**src/rtl/sleep_ctrl_pkg.sv**
```systemverilog
/*
  package for the sleep control unit: register map, field layout, mode
  codes, reset values and wake-up timing.
  assumes a 32-bit apb slave with word-aligned registers on pclk.
*/
package sleep_ctrl_pkg;

  // ************************************************************
  // register map (byte addresses)
  // ************************************************************
  localparam logic [11:0] ctrl_offset     = 12'h000;
  localparam logic [11:0] status_offset   = 12'h004;
  localparam logic [11:0] standby_offset  = 12'h008;
  localparam logic [11:0] config_offset   = 12'h00c;

  // ************************************************************
  // control register fields
  // ************************************************************
  localparam int          sleep_enable_pos = 0;
  localparam int          mode_lsb         = 1;
  localparam logic [7:0]  ctrl_reset       = 8'h00;

  // sleep_mode_select codes
  localparam logic [1:0]  mode_idle        = 2'h0;
  localparam logic [1:0]  mode_standby     = 2'h1;
  localparam logic [1:0]  mode_power_down  = 2'h2;

  // ************************************************************
  // run_in_standby bits, one per gated peripheral
  // ************************************************************
  localparam int          num_gated        = 4;
  localparam int          gate_rtc         = 0;
  localparam int          gate_custom      = 1;
  localparam int          gate_adc         = 2;
  localparam int          gate_capture     = 3;
  localparam logic [3:0]  standby_reset    = 4'h0;

  // config register: main clock kept in standby, brownout wait select
  localparam int          cfg_main_run_pos = 0;
  localparam int          cfg_bod_lsb      = 4;
  localparam logic [1:0]  bod_wait_code    = 2'h3;
  localparam logic [5:0]  config_reset     = 6'h00;

  // ************************************************************
  // wake-up timing
  // ************************************************************
  localparam int          wake_clk_cycles  = 6;
  localparam logic [3:0]  wake_count_init  = 4'(wake_clk_cycles);

  // wake source bit positions
  localparam int          num_wake         = 8;
  localparam int          wk_pin_change    = 0;
  localparam int          wk_periodic      = 1;
  localparam int          wk_volt_mon      = 2;
  localparam int          wk_two_wire      = 3;
  localparam int          wk_custom        = 4;
  localparam int          wk_rtc           = 5;
  localparam int          wk_standby_other = 6;
  localparam int          wk_other         = 7;

  typedef enum logic [3:0] {
    st_active = 4'h1,
    st_sleep  = 4'h2,
    st_wake   = 4'h4,
    st_isr    = 4'h8
  } state_t;

endpackage

```
**src/rtl/wake_timer.sv**
```systemverilog
/*
  wake-up delay counter: six clock cycles, with the optional oscillator start-up
  and brownout ready waits checked together once the count ends.
  assumes ready inputs synchronous to pclk.
*/
module wake_timer
  import sleep_ctrl_pkg::*;
(
  // clock and reset
  input  wire logic        pclk,
  input  wire logic        presetn,
  // control
  input  wire logic        start,
  input  wire logic        need_osc,
  input  wire logic        wait_bod,
  // status from analog side
  input  wire logic        osc_ready,
  input  wire logic        bod_ready,
  // result
  output logic             done
);

  logic [3:0] count_r;
  logic       running_r;

  // ************************************************************
  // cycle counter
  // ************************************************************
  always_ff @(posedge pclk or negedge presetn) begin
    if (!presetn) begin
      count_r   <= 4'h0;
      running_r <= 1'b0;
    end else if (start) begin
      count_r   <= wake_count_init;
      running_r <= 1'b1;
    end else if (running_r && count_r != 4'h0) begin
      count_r   <= count_r - 4'h1;
    end else if (done) begin
      running_r <= 1'b0;
    end
  end

  // bod wait only extends; never shortens the fixed delay
  assign done = running_r && count_r == 4'h0 && (!need_osc || osc_ready)
                && (!wait_bod || bod_ready);

endmodule

```
**src/rtl/sleep_ctrl.sv**
```systemverilog
/*
  sleep control unit: apb registers, mode state machine, clock gating
  and wake-up qualification.
  assumes the cpu pulses sleep_instr for one cycle per sleep instruction
  and honours cpu_run / isr_take; all inputs synchronous to pclk.
*/
module sleep_ctrl
  import sleep_ctrl_pkg::*;
(
  // apb slave
  input  wire logic                         pclk,
  input  wire logic                         presetn,
  input  wire logic                         psel,
  input  wire logic                         penable,
  input  wire logic                         pwrite,
  input  wire logic [11:0]                  paddr,
  input  wire logic [31:0]                  pwdata,
  output logic      [31:0]                  prdata,
  output logic                              pready,
  output logic                              pslverr,
  // cpu side
  input  wire logic                         sleep_instr,
  input  wire logic                         debug_break,
  output logic                              cpu_run,
  output logic                              isr_take,
  // wake sources and peripheral state
  input  wire logic [sleep_ctrl_pkg::num_wake-1:0]  wake_req,
  input  wire logic                         custom_needs_clk,
  input  wire logic                         osc_ready,
  input  wire logic                         bod_ready,
  input  wire logic                         bod_or_wdt_ulp,
  // clock gates
  output logic                              cpu_clk_en,
  output logic                              per_clk_en,
  output logic [sleep_ctrl_pkg::num_gated-1:0]      gated_clk_en,
  output logic                              main_osc_en,
  output logic                              ulp_osc_en,
  output logic                              rtc_clk_en
);

  import sleep_ctrl_pkg::*;

  state_t      state_r, state_nxt;
  logic [7:0]  ctrl_r;
  logic [3:0]  standby_r;
  logic [5:0]  config_r;
  logic [1:0]  mode_r;
  logic        wake_by_irq_r;
  logic        wake_start;
  logic        wake_done;
  logic        wake_any;
  logic        need_osc;
  logic [1:0]  eff_mode;
  logic [num_wake-1:0] wake_mask;
  logic        wr_access;
  logic        rd_access;

  // ************************************************************
  // apb access
  // ************************************************************
  // single-cycle access: pready answers in the access phase itself
  assign wr_access = psel && penable && pwrite;
  assign rd_access = psel && !penable && !pwrite;

  // reserved code maps to idle so gating never sees an undefined mode
  assign eff_mode = (ctrl_r[mode_lsb +: 2] == mode_standby ||
                     ctrl_r[mode_lsb +: 2] == mode_power_down)
                    ? ctrl_r[mode_lsb +: 2] : mode_idle;

  always_ff @(posedge pclk or negedge presetn) begin
    if (!presetn) begin
      ctrl_r    <= ctrl_reset;
      standby_r <= standby_reset;
      config_r  <= config_reset;
    end else if (wr_access) begin
      unique case (paddr)
        ctrl_offset:    ctrl_r    <= {5'h00, pwdata[2:0]};
        standby_offset: standby_r <= pwdata[3:0];
        config_offset:  config_r  <= pwdata[5:0];
        default: ;
      endcase
    end
  end

  always_ff @(posedge pclk or negedge presetn) begin
    if (!presetn) begin
      prdata  <= 32'h0000_0000;
      pready  <= 1'b0;
      pslverr <= 1'b0;
    end else begin
      pready  <= psel && !penable;
      pslverr <= psel && !penable && !(paddr == ctrl_offset || paddr == status_offset ||
                 paddr == standby_offset || paddr == config_offset);
      if (rd_access) begin
        unique case (paddr)
          ctrl_offset:    prdata <= {24'h00_0000, ctrl_r};
          status_offset:  prdata <= {26'h000_0000, mode_r, 4'(state_r)};
          standby_offset: prdata <= {28'h000_0000, standby_r};
          config_offset:  prdata <= {26'h000_0000, config_r};
          default:        prdata <= 32'h0000_0000;
        endcase
      end
    end
  end

  // ************************************************************
  // wake source qualification
  // ************************************************************
  always_comb begin
    wake_mask = '0;
    unique case (mode_r)
      mode_standby: begin
        wake_mask[wk_pin_change]    = 1'b1;
        wake_mask[wk_periodic]      = 1'b1;
        wake_mask[wk_volt_mon]      = 1'b1;
        wake_mask[wk_two_wire]      = 1'b1;
        wake_mask[wk_custom]        = standby_r[gate_custom];
        wake_mask[wk_rtc]           = standby_r[gate_rtc];
        wake_mask[wk_standby_other] = |standby_r;
      end
      mode_power_down: begin
        wake_mask[wk_pin_change]    = 1'b1;
        wake_mask[wk_periodic]      = 1'b1;
        wake_mask[wk_volt_mon]      = 1'b1;
        wake_mask[wk_two_wire]      = 1'b1;
        wake_mask[wk_custom]        = !custom_needs_clk;
      end
      default: wake_mask = '1;
    endcase
  end

  // without enabled sources only debug or reset can leave sleep
  assign wake_any   = |(wake_req & wake_mask);
  assign wake_start = state_r == st_sleep && (wake_any || debug_break);
  assign need_osc   = mode_r != mode_idle &&
                      !(mode_r == mode_standby && config_r[cfg_main_run_pos]);

  wake_timer u_wake_timer (
    .pclk      (pclk),
    .presetn   (presetn),
    .start     (wake_start),
    .need_osc  (need_osc),
    .wait_bod  (config_r[cfg_bod_lsb +: 2] == bod_wait_code),
    .osc_ready (osc_ready),
    .bod_ready (bod_ready),
    .done      (wake_done)
  );

  // ************************************************************
  // mode state machine
  // ************************************************************
  always_comb begin
    state_nxt = state_r;
    unique case (state_r)
      st_active: if (sleep_instr && ctrl_r[sleep_enable_pos]) state_nxt = st_sleep;
      st_sleep:  if (wake_start) state_nxt = st_wake;
      st_wake:   if (wake_done) state_nxt = wake_by_irq_r ? st_isr : st_active;
      st_isr:    state_nxt = st_active;
    endcase
  end

  // reset returns to active from any state, i.e. the reset vector
  always_ff @(posedge pclk or negedge presetn) begin
    if (!presetn) begin
      state_r <= st_active;
    end else begin
      state_r <= state_nxt;
    end
  end

  always_ff @(posedge pclk or negedge presetn) begin
    if (!presetn) begin
      mode_r        <= mode_idle;
      wake_by_irq_r <= 1'b0;
    end else begin
      if (state_r == st_active && sleep_instr && ctrl_r[sleep_enable_pos]) begin
        mode_r <= eff_mode;
      end
      if (wake_start) begin
        wake_by_irq_r <= wake_any;
      end
    end
  end

  // ************************************************************
  // clock gating outputs, all registered
  // ************************************************************
  // gating only stops clocks; no state is cleared, so contents persist
  always_ff @(posedge pclk or negedge presetn) begin
    if (!presetn) begin
      cpu_clk_en   <= 1'b1;
      per_clk_en   <= 1'b1;
      gated_clk_en <= '1;
      main_osc_en  <= 1'b1;
      ulp_osc_en   <= 1'b1;
      rtc_clk_en   <= 1'b1;
      cpu_run      <= 1'b1;
      isr_take     <= 1'b0;
    end else begin
      cpu_run  <= state_nxt == st_active || state_nxt == st_isr;
      cpu_clk_en <= state_nxt != st_sleep && state_nxt != st_wake;
      isr_take <= state_nxt == st_isr;
      if (state_nxt == st_sleep) begin
        // mode_r lands on the entry edge itself, so entry must use the fresh decode
        unique case (state_r == st_active ? eff_mode : mode_r)
          mode_standby: begin
            per_clk_en   <= 1'b0;
            gated_clk_en <= standby_r;
            main_osc_en  <= config_r[cfg_main_run_pos];
            ulp_osc_en   <= 1'b1;
            rtc_clk_en   <= standby_r[gate_rtc];
          end
          mode_power_down: begin
            per_clk_en   <= 1'b0;
            gated_clk_en <= '0;
            main_osc_en  <= 1'b0;
            ulp_osc_en   <= bod_or_wdt_ulp;
            rtc_clk_en   <= bod_or_wdt_ulp;
          end
          default: begin
            per_clk_en   <= 1'b1;
            gated_clk_en <= '1;
            main_osc_en  <= 1'b1;
            ulp_osc_en   <= 1'b1;
            rtc_clk_en   <= 1'b1;
          end
        endcase
      end else begin
        per_clk_en   <= 1'b1;
        gated_clk_en <= '1;
        main_osc_en  <= 1'b1;
        ulp_osc_en   <= 1'b1;
        rtc_clk_en   <= 1'b1;
      end
    end
  end

  // ************************************************************
  // checks
  // ************************************************************
  a_sleep_needs_enable: assert property (@(posedge pclk) disable iff (!presetn)
    state_r == st_active && sleep_instr && !ctrl_r[sleep_enable_pos] |=> state_r == st_active)
    else $error("sleep entered with enable clear");

  a_sleep_entry: assert property (@(posedge pclk) disable iff (!presetn)
    state_r == st_active && sleep_instr && ctrl_r[sleep_enable_pos] |=> state_r == st_sleep)
    else $error("sleep not entered");

  a_cpu_stops: assert property (@(posedge pclk) disable iff (!presetn)
    state_r == st_sleep |-> !cpu_clk_en && !cpu_run)
    else $error("cpu clock running in sleep");

  a_wake_min_delay: assert property (@(posedge pclk) disable iff (!presetn)
    state_r == st_sleep && wake_start |=> state_r == st_wake [*6])
    else $error("wake shorter than six cycles");

  a_debug_wakes: assert property (@(posedge pclk) disable iff (!presetn)
    state_r == st_sleep && debug_break |=> state_r == st_wake)
    else $error("debug break did not wake");

  a_pd_main_off: assert property (@(posedge pclk) disable iff (!presetn)
    state_r == st_sleep && mode_r == mode_power_down |-> !main_osc_en && !per_clk_en)
    else $error("main clock on in power-down");

  a_standby_gate: assert property (@(posedge pclk) disable iff (!presetn)
    state_r == st_sleep && mode_r == mode_standby |-> gated_clk_en == $past(standby_r))
    else $error("standby gating mismatch");

  a_irq_isr: assert property (@(posedge pclk) disable iff (!presetn)
    state_r == st_isr |-> isr_take ##1 state_r == st_active)
    else $error("handler step missing");

  a_reserved_idle: assert property (@(posedge pclk) disable iff (!presetn)
    state_r == st_sleep |-> mode_r != 2'h3)
    else $error("reserved mode stored");

  a_bod_wait_holds: assert property (@(posedge pclk) disable iff (!presetn)
    state_r == st_wake && config_r[cfg_bod_lsb +: 2] == bod_wait_code && !bod_ready
    |=> state_r == st_wake)
    else $error("wake ended before brownout ready");

  a_osc_wait_holds: assert property (@(posedge pclk) disable iff (!presetn)
    state_r == st_wake && need_osc && !osc_ready |=> state_r == st_wake)
    else $error("wake ended before oscillator ready");

  a_idle_clocks_on: assert property (@(posedge pclk) disable iff (!presetn)
    state_r == st_sleep && mode_r == mode_idle |-> per_clk_en && main_osc_en && &gated_clk_en)
    else $error("idle sleep stopped a clock");

endmodule

```
**config.mk**
```make
export PLATFORM = sky130hd
export DESIGN_NAME = sleep_ctrl
export DESIGN_NICKNAME = d
export VERILOG_FILES = /design/src/rtl/sleep_ctrl_pkg.sv /design/src/rtl/wake_timer.sv /design/src/rtl/sleep_ctrl.sv
export SDC_FILE = /design/constraint.sdc
export NUM_CORES = 1
export LEC_CHECK = 0
export ABC_AREA = 0
export ABC_CLOCK_PERIOD_IN_PS = 3300
export BUFFER_PORTS_ARGS = -buffer_cell sky130_fd_sc_hd__buf_2
export CORE_MARGIN = 5
export CORE_UTILIZATION = 45
export CTS_CLUSTER_DIAMETER = 120
export DETAILED_ROUTE_END_ITERATION = 12
export PLACE_DENSITY = 0.77
export SLEW_MARGIN = 20
export SYNTH_ARGS = -nofsm -noshare
export SYNTH_HDL_FRONTEND = slang
export SYNTH_SLANG_ARGS = --single-unit
export TNS_END_PERCENT = 10
```
**constraint.sdc**
```tcl
create_clock -name pclk -period 3.3 [get_ports pclk]
set_input_delay 0.495 -clock pclk [delete_from_list [all_inputs] [get_ports pclk]]
set_output_delay 0.495 -clock pclk [all_outputs]
set_load 0.005 [all_outputs]
```
==> reports/qor.log, run 1 <==
qor: floorplan.core_area 0.00541 mm2
qor: finish.layout.cells.most_common buf_2
qor: timing.fmax 410 MHz
qor: floorplan.design.die.area 0.00706 mm2
qor: hold_path.hp-class input port to asynchronous set/reset pin
qor: floorplan.floorplan.initialDensity 45.6%
qor: synth.postSynthAreaPerCell 10.4 um2
qor: finish.final_layout_size_suffix_gt1_share 34.4%
qor: detailed_routing.drt_iter0_drc 124
qor: setup_path.rr_startpoint state_r[0]
qor: detailed_routing.drt_wirelength 4990 um
qor: detailed_routing.route.detailed.wl_per_inst 13.6 um
qor: timing.worst_clock_skew 0.00865 ns
qor: clocking.cts_max_path_buffers 2
qor: setup_path.critical_path.startpoint_type register
qor: setup_path.regToRegEndpoint gated_clk_en[1]
qor: setup_path.worst_ep_required_time 3.53 ns
qor: clocking.clk-insertion-delay-late 0.30 ns
qor: pwr.vdd_ir_drop_max 0.000257 V
qor: setup_path.arrival 2.67 ns
qor: detailed_routing.dr_drc_count 0
qor: clocking.worst_setup_hold_path_clk_slew 0.08 ns
qor: timing.slew_headroom 53.8%
qor: synth.yosys.cell_types.count 49
qor: clocking.cts-buffers-inserted 5
qor: synth.synth-async-reset-ratio 100%
qor: setup_path.worst-setup-path-type register to register
qor: setup_path.critical_path.endpoint_type register
qor: pwr.p_per_area 528 mW/mm2
qor: finish.num-fill-cells 522
qor: placement.placement.cell_area 0.00272 mm2
qor: finish.insertedDiodeCount 0
qor: setup_path.critical_path.startpoint state_r[0]
qor: synth.yosys.area_share.adder 4.06%
qor: clocking.clock_sink_count 44
qor: setup_path.rr_worst_depth 8
qor: synth.synth_top_area_share 33.5%
qor: synth.post_synth_and_or_nand_nor_area_fraction 18.2%
qor: clocking.tritoncts yes
qor: synth.synthTopCellsByArea dfrtp_1, dfstp_2, buf_4
qor: detailed_routing.drt-pass1-iter-count 4
qor: floorplan.io_pins 108
qor: timing.fin_crit_sh 73.9%
qor: synth.mappedNetlistArea 0.00247 mm2
qor: setup_path.rrSetupSlack 0.86 ns
qor: synth.ys.warnings.count 0
qor: global_routing.first_global_vias 1805
qor: placement.place.detailed.hpwl 3970 um
qor: global_routing.congestion_overflow_gr 0
qor: floorplan.rows 27
qor: timing.final-hold-violation-count 0
qor: global_routing.number_of_antenna_violations_at_the_first_check_in_global_routing 0
qor: floorplan.die_y 84.0 um
qor: job.maximum_capacitance_violations 0
qor: timing.fin_setup_tns 0 ns
qor: timing.tightest_slew 0.683 ns
qor: setup_path.worstPathMaxFanout 9
qor: synth.synth_compound_gate_area_share 9.74%
qor: synth.synthXorXnorAreaFrac 1.42%
qor: detailed_routing.viasPerCell 4.95
qor: clocking.cts_hold_buf 0
qor: placement.dpl_worst_slack 0.551 ns
qor: synth.predominant_post_synthesis_flop_cell dfrtp_1
qor: synth.synthesis.instances 237
qor: pwr.leakage 0.00143 uW
qor: placement.gp_routability_congestion 0.800
qor: timing.fin_crit 2.44 ns
qor: timing.setup-violations-final 0
qor: global_routing.track_usage 14.5%
qor: timing.final_setup_margin 0.860 ns
qor: synth.main_combinational_cell_family_by_area_after_synthesis simple AND/OR/NAND/NOR gates
qor: floorplan.die_x 84.0 um
qor: timing.grt_setup_unrepaired false
qor: clocking.cts_root_buffer clkbuf_8
qor: global_routing.grt_pass1_wl 8320 um
qor: run_status.run_status finished clean
qor: synth.yosysTopAreaCell dfrtp_1
qor: finish.final_design_area_no_fill 0.00284 mm2
qor: synth.postSynthRegisterBits 44
qor: finish.layout.cells.most_common_list buf_2, dfrtp_1, conb_1, nand2_1, inv_1
qor: synth.synth_edf_count 0
qor: detailed_routing.route.vias.total 1811
qor: clocking.ctsHtreeMaxLevel 2
qor: clocking.resized_after_cts 0
qor: synth.synth.area.mux_share 9.89%
qor: detailed_routing.ant_nets 0
qor: global_routing.grt_max_degree 45
qor: clocking.cts.repair_timing.setup_buffer_count 0
qor: placement.port-buffer-count 55
qor: finish.area_growth 15.2%
qor: finish.layout.nets 364
qor: timing.final_count_of_pins_violating_max_slew 0
qor: synth.synth.yosys.seq_area_share 45.2%
## cells in the mapped netlist, types with 2 or more instances
library cell,instances
dfrtp_1,33
buf_4,26
nand2_1,23
inv_1,14
mux2_2,13
dfstp_2,11
o21ai_0,10
nand4_1,9
nor2_1,9
a21oi_1,8
ha_1,8
clkbuf_1,7
nor2b_1,7
nand3_1,6
nand2b_1,5
mux2i_1,3
mux4_2,3
nor4b_1,3
or4_1,3
a211o_1,2
a221oi_1,2
nor3_1,2
nor4_1,2
xnor2_1,2
xor2_1,2
## worst max-delay path by stage
stage                           end  slack (ns)  cells after the start
CTS                 gated_clk_en[1]        0.86                      8
global route        gated_clk_en[1]        0.65                      8
floorplan                state_r[2]        0.80                      5
finish              gated_clk_en[1]        0.86                      8
global placement         cpu_clk_en        0.58                      6
detailed placement      config_r[5]        0.55                      7
## stage by stage
| stage | total power, uW | instances | utilization, % | hold WS (ns) |
|---|---|---|---|---|
| 6_report | 1500 | 366 | 52.6 | 0.168 |
| 5_1_grt | 1610 | 366 | 52.6 | 0.216 |
| 4_1_cts | 1510 | 366 | 52.4 | 0.364 |
| 3_5_place_dp | 1110 | 358 | 50.3 | 0.455 |
| 3_3_place_gp | 1080 | 358 | 50.3 | 0.456 |
| 2_1_floorplan | 1010 | 262 | - | 0.199 |
## logic make-up (layout without fill, tap and decap cells)
family | count (synthesis) | in the layout
DFF | 44 | 44
and+or+nand+nor | 79 | 79
muxes | 19 | 19
AOI/OAI and AO/OA | 34 | 34
buffers and inverters | 48 | 80
adders and majority gates | 8 | 8
xor gates and xnor gates | 4 | 4
other | 1 | 26
## sequential cells by signal, summed over array words and instances, names as in the netlist, 2 cells and up
signal and flops:
u_wake_timer.count_r 4, prdata 6, ctrl_r 3, mode_r 2, gated_clk_en 4, state_r 4
standby_r 4, config_r 6
## worst max-delay path, stage by stage (launching register included)
cell and delay [ns]:
dfstp_2 0.63, nor4b_1 0.59, nor2_1 0.09, a21oi_1 0.24
inv_1 0.07, ha_1 0.28, nor2_1 0.27, a21oi_1 0.09
nand4_1 0.11
## layout make-up
type                    instances  area (um2)  area share [%]
multi-input cells             170        1170            41.3
flip-flops and latches         44        1110            39.2
repair buffers                 58         300            10.6
well taps                      72        90.1            3.17
clock buffers                   5        68.8            2.42
inverters                      14        52.6            1.85
clock inverters                 3        42.5            1.50
## per-layer routing
| layer | up-vias | share of wire [%] | GRT usage, % |
|---|---|---|---|
| li1 | 901 | - | - |
| met1 | 846 | 43 | 18.6 |
| met3 | 9 | 6.3 | 3.36 |
| met4 | 0 | 1.4 | 5.41 |
| met2 | 55 | 49 | 23.7 |
| met5 | - | 0 | 0 |
## power by group
group	leakage, uW	internal [uW]	switching [uW]
Clock	0.0000541	224	182
Combinational	0.000828	181	237
Sequential	0.000548	608	69.6
Note: power is estimated with default switching activity, not from simulation.
==> inputs of run 2 (changes only) <==
--- a/config.mk
+++ b/config.mk
@@ -5,14 +5,14 @@
 export SDC_FILE = /design/constraint.sdc
 export NUM_CORES = 1
 export LEC_CHECK = 0
-export ABC_AREA = 0
-export ABC_CLOCK_PERIOD_IN_PS = 3300
+export ABC_AREA = 1
+export ABC_CLOCK_PERIOD_IN_PS = 2450
 export BUFFER_PORTS_ARGS = -buffer_cell sky130_fd_sc_hd__buf_2
 export CORE_MARGIN = 5
 export CORE_UTILIZATION = 45
 export CTS_CLUSTER_DIAMETER = 120
 export DETAILED_ROUTE_END_ITERATION = 12
-export PLACE_DENSITY = 0.77
+export PLACE_DENSITY = 0.76
 export SLEW_MARGIN = 20
 export SYNTH_ARGS = -nofsm -noshare
 export SYNTH_HDL_FRONTEND = slang
==> constraint.sdc (replaced) <==
create_clock -name pclk -period 2.45 [get_ports pclk]
set_input_delay 0.3675 -clock pclk [delete_from_list [all_inputs] [get_ports pclk]]
set_output_delay 0.3675 -clock pclk [all_outputs]
set_load 0.005 [all_outputs]
==> reports/qor.log, run 2 <==
qor: floorplan.core_area 0.00554 mm2 [+2.5%]
qor: floorplan.io_pins 108 [unchanged]
qor: setup_path.cp_slowest_stage_delay 0.56 ns [-0.07 ns]
qor: detailed_routing.drt_iter0_drc 129 [+4.0%]
qor: synth.yosysTopAreaCell dfrtp_1
qor: timing.hold-worst-slack 0.201 ns [+0.0331 ns]
qor: timing.fin_crit 2.09 ns [-0.352 ns]
qor: global_routing.grt_max_degree 45 [unchanged]
qor: timing.grt_setup_unrepaired false
qor: detailed_routing.drt_wirelength 5280 um [+5.9%]
qor: finish.area_growth 13.8%
qor: finish.final_layout_size_suffix_gt1_share 23.2% [-11 points]
qor: setup_path.arrival 2.33 ns [-0.34 ns]
qor: detailed_routing.drt-pass1-iter-count 4 [unchanged]
qor: timing.final-hold-violation-count 0 [unchanged]
qor: clocking.worst_setup_hold_path_clk_slew 0.08 ns [about the same]
qor: finish.num-fill-cells 547 [+4.8%]
qor: placement.port-buffer-count 55 [unchanged]
qor: pwr.clock_share_of_power 18.2% [-8.8 points]
qor: clocking.cts_root_buffer clkbuf_8
qor: timing.setup-violations-final 0 [unchanged]
qor: clocking.cts.repair_timing.setup_buffer_count 0 [unchanged]
qor: finish.layout.cells.most_common nand2_1
qor: floorplan.die_x 85.7 um [+2.0%]
qor: synth.predominant_post_synthesis_flop_cell dfrtp_1
qor: timing.worst_clock_skew 0.0128 ns [+0.00411 ns]
qor: pwr.vdd_ir_drop_max 0.000498 V [+94%]
qor: synth.yosys.cell_types.count 30 [-39%]
qor: global_routing.grt_pass1_wl 8900 um [+7.0%]
qor: detailed_routing.ant_nets 0 [unchanged]
qor: global_routing.first_global_vias 2047 [+13%]
qor: pwr.cell_internal_pwr 1490 uW [+47%]
qor: synth.synth_edf_count 0 [unchanged]
qor: setup_path.worst-setup-path-type register to register
qor: job.maximum_capacitance_violations 0 [unchanged]
qor: synth.postSynthAreaPerCell 7.75 um2 [-26%]
qor: setup_path.worstPathCellList inv_1 > nor3_1 > inv_1 > o21ai_0 > inv_1 > ha_1 > nor2_1 > nor2_1 > nand2_1
qor: detailed_routing.route.detailed.wl_per_inst 11.3 um [-17%]
qor: clocking.resized_after_cts 0 [unchanged]
qor: synth.synth_top_area_share 32.0% [-1.5 points]
qor: clocking.tritoncts yes
qor: run_status.run_status finished clean
qor: finish.layout.nets 466 [+28%]
qor: setup_path.critical_path.startpoint_type register
qor: synth.ys.warnings.count 0 [unchanged]
qor: hold_path.hp-class input port to asynchronous set/reset pin
qor: floorplan.floorplan.initialDensity 46.6% [+0.96 points]
qor: timing.slew_headroom 37.1% [-17 points]
qor: detailed_routing.viasPerCell 4.61 [-6.9%]
qor: global_routing.congestion_overflow_gr 0 [unchanged]
qor: setup_path.critical_path.endpoint_type register
qor: finish.registers_with_the_highest_flip_flop_counts config_r x6, prdata x6
qor: pwr.sequentialPowerShare 40.7% [-4.5 points]
qor: synth.synth-async-reset-ratio 100% [unchanged]
qor: pwr.netSwitchingFraction 39.0% [+6.5 points]
qor: placement.gp_routability_congestion 0.886 [+11%]
qor: timing.final_count_of_pins_violating_max_slew 0 [unchanged]
qor: global_routing.number_of_antenna_violations_at_the_first_check_in_global_routing 0 [unchanged]
qor: placement.place.detailed.hpwl 4260 um [+7.4%]
qor: floorplan.design.die.area 0.00735 mm2 [+4.1%]
qor: pwr.pwr-share-comb 41.1% [+13 points]
qor: synth.synthTopCellsByArea dfrtp_1, nand2_1, dfstp_2
qor: clocking.clk-insertion-delay-late 0.31 ns [about the same]
qor: global_routing.track_usage 15.2% [+0.69 points]
qor: finish.layout.cells.most_common_list nand2_1, buf_2, inv_1, nor2_1, dfrtp_1
qor: setup_path.crit_family simple AND/OR/NAND/NOR gates
qor: synth.synth.yosys.seq_area_share 43.2% [-2.0 points]
qor: synth.yosys-top-cells-count nand2_1, inv_1, nor2_1, dfrtp_1, buf_4
qor: pwr.leakage 0.00163 uW [+14%]
qor: timing.tightest_slew 0.943 ns [+0.260 ns]
qor: detailed_routing.route.vias.total 2157 [+19%]
qor: timing.fin_crit_sh 85.2% [+11 points]
qor: setup_path.worstPathMaxFanout 6 [-3]
qor: pwr.switchingPower 955 uW [+95%]
qor: timing.fmax 479 MHz [+17%]
qor: detailed_routing.dr_drc_count 0 [unchanged]
qor: synth.mappedNetlistArea 0.00258 mm2 [+4.7%]
qor: timing.fin_setup_tns 0 ns [unchanged]
qor: setup_path.worst-path-buf-inv 3 [+2]
qor: clocking.cts_hold_buf 0 [unchanged]
qor: synth.postSynthRegisterBits 44 [unchanged]
qor: setup_path.timing.critical_path.slowest_stage_cell dfstp_2
qor: finish.insertedDiodeCount 0 [unchanged]
qor: clocking.ctsHtreeMaxLevel 2 [unchanged]
qor: synth.synth.most_common_cell nand2_1
qor: clocking.cts-buffers-inserted 5 [unchanged]
qor: clocking.clock_sink_count 44 [unchanged]
qor: clocking.cts_max_path_buffers 2 [unchanged]
qor: pwr.p_per_area 832 mW/mm2 [+58%]
qor: synth.synthesis.instances 333 [+41%]
qor: setup_path.worst_ep_required_time 2.69 ns [-0.84 ns]
qor: setup_path.crit_top_cell inv_1
qor: floorplan.rows 27 [unchanged]
qor: floorplan.die_y 85.7 um [+2.0%]
## run 2: cell count changes after synthesis, sizes merged, moves of 4 or more
cell | before | now
o21ai | 11 | 28
nor2b | 7 | 0
clkbuf | 7 | 0
or4 | 4 | 0
nand4 | 9 | 5
nand3 | 6 | 21
nand2 | 23 | 85
inv | 14 | 52
mux2 | 13 | 0
nor2 | 9 | 42
nand2b | 5 | 0
## run 2: per-stage QoR
step,worst slack (ns),area (um2),utilization (%),power [uW],std cells
6_report,0.362,2940,53.0,2450,468
5_1_grt,0.0822,2940,53.0,2680,468
4_1_cts,0.376,2940,53.0,2470,468
3_5_place_dp,0.397,2850,51.5,2020,460
3_3_place_gp,0.473,2850,51.5,1980,460
2_1_floorplan,0.648,2680,-,1760,358
## run 2: cell families (layout without fill, tap and decap cells)
kind of cell / count (synthesis) / after routing / share of synthesized area (%)
flip-flops: 44 / 44 / 43.2
other: 1 / 26 / 0.145
XOR/XNOR: 2 / 2 / 0.679
buffers and inverters: 78 / 116 / 15.1
AO/OA/AOI/OAI: 42 / 42 / 9.02
adder cells (fa/ha/maj): 8 / 8 / 3.88
AND/OR/NAND/NOR: 158 / 158 / 28.0
## run 2: cell type report
cell class              count  area [um2]  area share [%]
flip-flops and latches     44        1110            37.9
clock buffers               6        72.6            2.47
repair buffers             56         283            9.63
inverters                  52         195            6.64
clock inverters             2        12.5           0.426
multi-input cells         236        1170            39.8
well taps                  72        90.1            3.07
## run 2: power by group through the flow
| stage | Clock [uW] | Sequential [uW] | Combinational (uW) |
|---|---|---|---|
| after floorplan | 0 | 1000 | 761 |
| after global placement | 0 | 1000 | 978 |
| after detailed placement | 0 | 1010 | 1010 |
| after CTS | 461 | 996 | 1020 |
| after global routing | 489 | 1020 | 1180 |
| final | 446 | 995 | 1000 |
## run 2: final timing paths
kind / from / endpoint / slack, ns / depth (start not counted)
worst max-delay path: state_r[0] / gated_clk_en[0] / 0.36 / 9
worst min-delay path: presetn / config_r[5] / 0.20 / 1
worst max register to register: state_r[0] / gated_clk_en[0] / 0.36 / 9
worst min register to register: prdata[2] / prdata[2] / 0.49 / 2
max in group asynchronous: presetn / prdata[2] / 1.65 / 1
min in group pclk: penable / pready / 0.25 / 2
## run 2: per-layer routing
| layer | GRT usage [%] | part of all wire (%) | vias up |
|---|---|---|---|
| met4 | 6.47 | 2.3 | 0 |
| met1 | 18.4 | 41 | 973 |
| met2 | 25.9 | 51 | 59 |
| met3 | 3.46 | 6.0 | 9 |
| met5 | 0 | 0 | - |
| li1 | - | - | 1116 |
==> inputs of run 3 (changes only) <==
--- a/config.mk
+++ b/config.mk
@@ -9,10 +9,10 @@
 export ABC_CLOCK_PERIOD_IN_PS = 2450
 export BUFFER_PORTS_ARGS = -buffer_cell sky130_fd_sc_hd__buf_2
 export CORE_MARGIN = 5
-export CORE_UTILIZATION = 45
+export CORE_UTILIZATION = 48
 export CTS_CLUSTER_DIAMETER = 120
 export DETAILED_ROUTE_END_ITERATION = 12
-export PLACE_DENSITY = 0.76
+export PLACE_DENSITY = 0.81
 export SLEW_MARGIN = 20
 export SYNTH_ARGS = -nofsm -noshare
 export SYNTH_HDL_FRONTEND = slang
==> reports/qor.log, run 3 (synthesis results as in run 2) <==
qor: run_status.run_status finished clean
qor: setup_path.critical_path.startpoint state_r[0]
qor: setup_path.worstPathMaxFanout 6 [unchanged]
qor: clocking.cts-buffers-inserted 5 [unchanged]
qor: clocking.clk-insertion-delay-late 0.29 ns [-0.02 ns]
qor: global_routing.first_global_vias 2101 [+2.6%]
qor: global_routing.grt_pass1_wl 8960 um [+0.70%]
qor: finish.layout.cells.most_common_list nand2_1, buf_2, inv_1, nor2_1, dfrtp_1
qor: setup_path.crit_family flip-flops
qor: setup_path.rr_startpoint state_r[0]
qor: floorplan.io_pins 108 [unchanged]
qor: floorplan.die_y 83.3 um [-2.8%]
qor: detailed_routing.viasPerCell 4.61 [about the same]
qor: pwr.leakage 0.00164 uW [+0.36%]
qor: floorplan.die_x 83.3 um [-2.8%]
qor: floorplan.core_area 0.00517 mm2 [-6.6%]
qor: clocking.cts.repair_timing.setup_buffer_count 0 [unchanged]
qor: setup_path.worst-setup-path-type register to register
qor: timing.final_count_of_pins_violating_max_slew 0 [unchanged]
qor: floorplan.rows 26 [-3.7%]
qor: timing.fin_crit 2.01 ns [-0.0764 ns]
qor: clocking.cts_hold_buf 0 [unchanged]
qor: clocking.tritoncts yes
qor: finish.insertedDiodeCount 0 [unchanged]
qor: job.maximum_capacitance_violations 0 [unchanged]
qor: placement.gp_routability_congestion 0.909 [+2.7%]
qor: finish.final_design_area_no_fill 0.00294 mm2 [about the same]
qor: finish.final_layout_size_suffix_gt1_share 23.2% [-0.059 points]
qor: clocking.clock_sink_count 44 [unchanged]
qor: clocking.cts_max_path_buffers 2 [unchanged]
qor: pwr.vdd_ir_drop_max 0.000670 V [+34%]
qor: global_routing.congestion_overflow_gr 0 [unchanged]
qor: setup_path.critical_path.endpoint_type register
qor: setup_path.timing.critical_path.slowest_stage_cell dfstp_2
qor: hold_path.hp-class input port to asynchronous set/reset pin
qor: clocking.worst_setup_hold_path_clk_slew 0.08 ns [about the same]
qor: timing.fin_setup_tns 0 ns [unchanged]
qor: finish.layout.nets 467 [+0.21%]
qor: finish.area_growth 13.9% [about the same]
qor: setup_path.crit_top_cell inv_1
qor: global_routing.track_usage 15.7% [+0.46 points]
qor: global_routing.number_of_antenna_violations_at_the_first_check_in_global_routing 0 [unchanged]
qor: placement.port-buffer-count 55 [unchanged]
qor: pwr.fin_total_pwr 2440 uW [-0.40%]
qor: setup_path.worst_ep_required_time 2.66 ns [-0.03 ns]
qor: detailed_routing.drt-pass1-iter-count 4 [unchanged]
qor: clocking.cts_root_buffer clkbuf_8
qor: finish.layout.cells.most_common nand2_1
qor: setup_path.arrival 2.23 ns [-0.10 ns]
qor: timing.tightest_slew 0.829 ns [-0.115 ns]
qor: detailed_routing.dr_drc_count 0 [unchanged]
qor: clocking.resized_after_cts 0 [unchanged]
qor: finish.num-fill-cells 488 [-11%]
qor: timing.setup-violations-final 0 [unchanged]
qor: timing.fin_crit_sh 82.1% [-3.1 points]
qor: timing.fmax 497 MHz [+3.8%]
qor: setup_path.worstPathCellList inv_1 > nor3_1 > inv_1 > o21ai_0 > inv_1 > ha_1 > nand2_1 > inv_1 > a211oi_1 > nand2_1
qor: finish.registers_with_the_highest_flip_flop_counts config_r x6, prdata x6
qor: detailed_routing.drt_iter0_drc 126 [-2.3%]
qor: clocking.ctsHtreeMaxLevel 2 [unchanged]
qor: pwr.p_per_area 829 mW/mm2 [-0.44%]
qor: detailed_routing.route.detailed.wl_per_inst 11.4 um [+1.1%]
qor: floorplan.design.die.area 0.00694 mm2 [-5.5%]
qor: detailed_routing.route.vias.total 2151 [-0.28%]
qor: detailed_routing.ant_nets 0 [unchanged]
qor: floorplan.floorplan.initialDensity 49.9% [+3.3 points]
qor: setup_path.cp_slowest_stage_delay 0.56 ns [about the same]
qor: global_routing.grt_max_degree 38 [-16%]
qor: timing.grt_setup_unrepaired false
qor: placement.place.detailed.hpwl 4280 um [+0.52%]
qor: placement.placement.cell_area 0.00286 mm2 [+0.18%]
qor: finish.final_core_util 56.8% [+3.8 points]
qor: timing.final-hold-violation-count 0 [unchanged]
qor: timing.worst_clock_skew 0.00803 ns [-0.00473 ns]
qor: setup_path.critical_path.startpoint_type register
qor: detailed_routing.drt_wirelength 5330 um [+0.87%]
qor: timing.slew_headroom 44.7% [+7.6 points]
qor: setup_path.worst-path-buf-inv 4 [+1]
==> run 3: cell count changes in the layout (fill, tap and decap cells not counted) <==
cell        before  now
buf_4            1    2
clkinvlp_4       1    0
clkbuf_1         1    2
==> run 3: per-stage QoR <==
step | hold WS [ns] | worst slack (ns) | instances
floorplan | 0.0719 | 0.648 | 358
global placement | 0.459 | 0.483 | 459
detailed placement | 0.465 | 0.468 | 459
CTS | 0.199 | 0.436 | 467
global route | 0.235 | 0.246 | 467
finish | 0.159 | 0.438 | 467
==> run 3: metal layers <==
layer / global-route usage (%) / routed length [um] / up-vias
li1: - / - / 1109
met1: 17.4 / 2180 / 964
met2: 28.9 / 2750 / 69
met3: 3.07 / 286 / 9
met4: 6.69 / 114 / 0
met5: 0 / 0 / -
==> run 3: cell type report <==
class                      count  area [um2]  share of cell area, %
tap                           70        87.6                   2.98
timing repair buffer          57         290                   9.88
sequential                    44        1110                   37.9
clock inverter                 1        5.00                  0.170
clock buffer                   7        76.3                   2.60
multi-input combinational    236        1170                   39.8
inverter                      52         195                   6.64
==> run 3: worst paths after layout <==
path                                        end  slack (ns)  cells past startpoint
worst max-delay path                 rtc_clk_en        0.44                     10
worst min-delay path                config_r[4]        0.16                      1
worst max register to register       rtc_clk_en        0.44                     10
worst min register to register        prdata[0]        0.49                      2
max in group asynchronous       gated_clk_en[2]        1.57                      2
min in group pclk                        pready        0.26                      2
==> run 3: report_power, final <==
part	internal, uW	leakage (uW)	total [uW]	switching, uW
logic	381	0.00106	1010	627
registers	913	0.000534	997	84.0
clock network	200	0.0000422	430	230
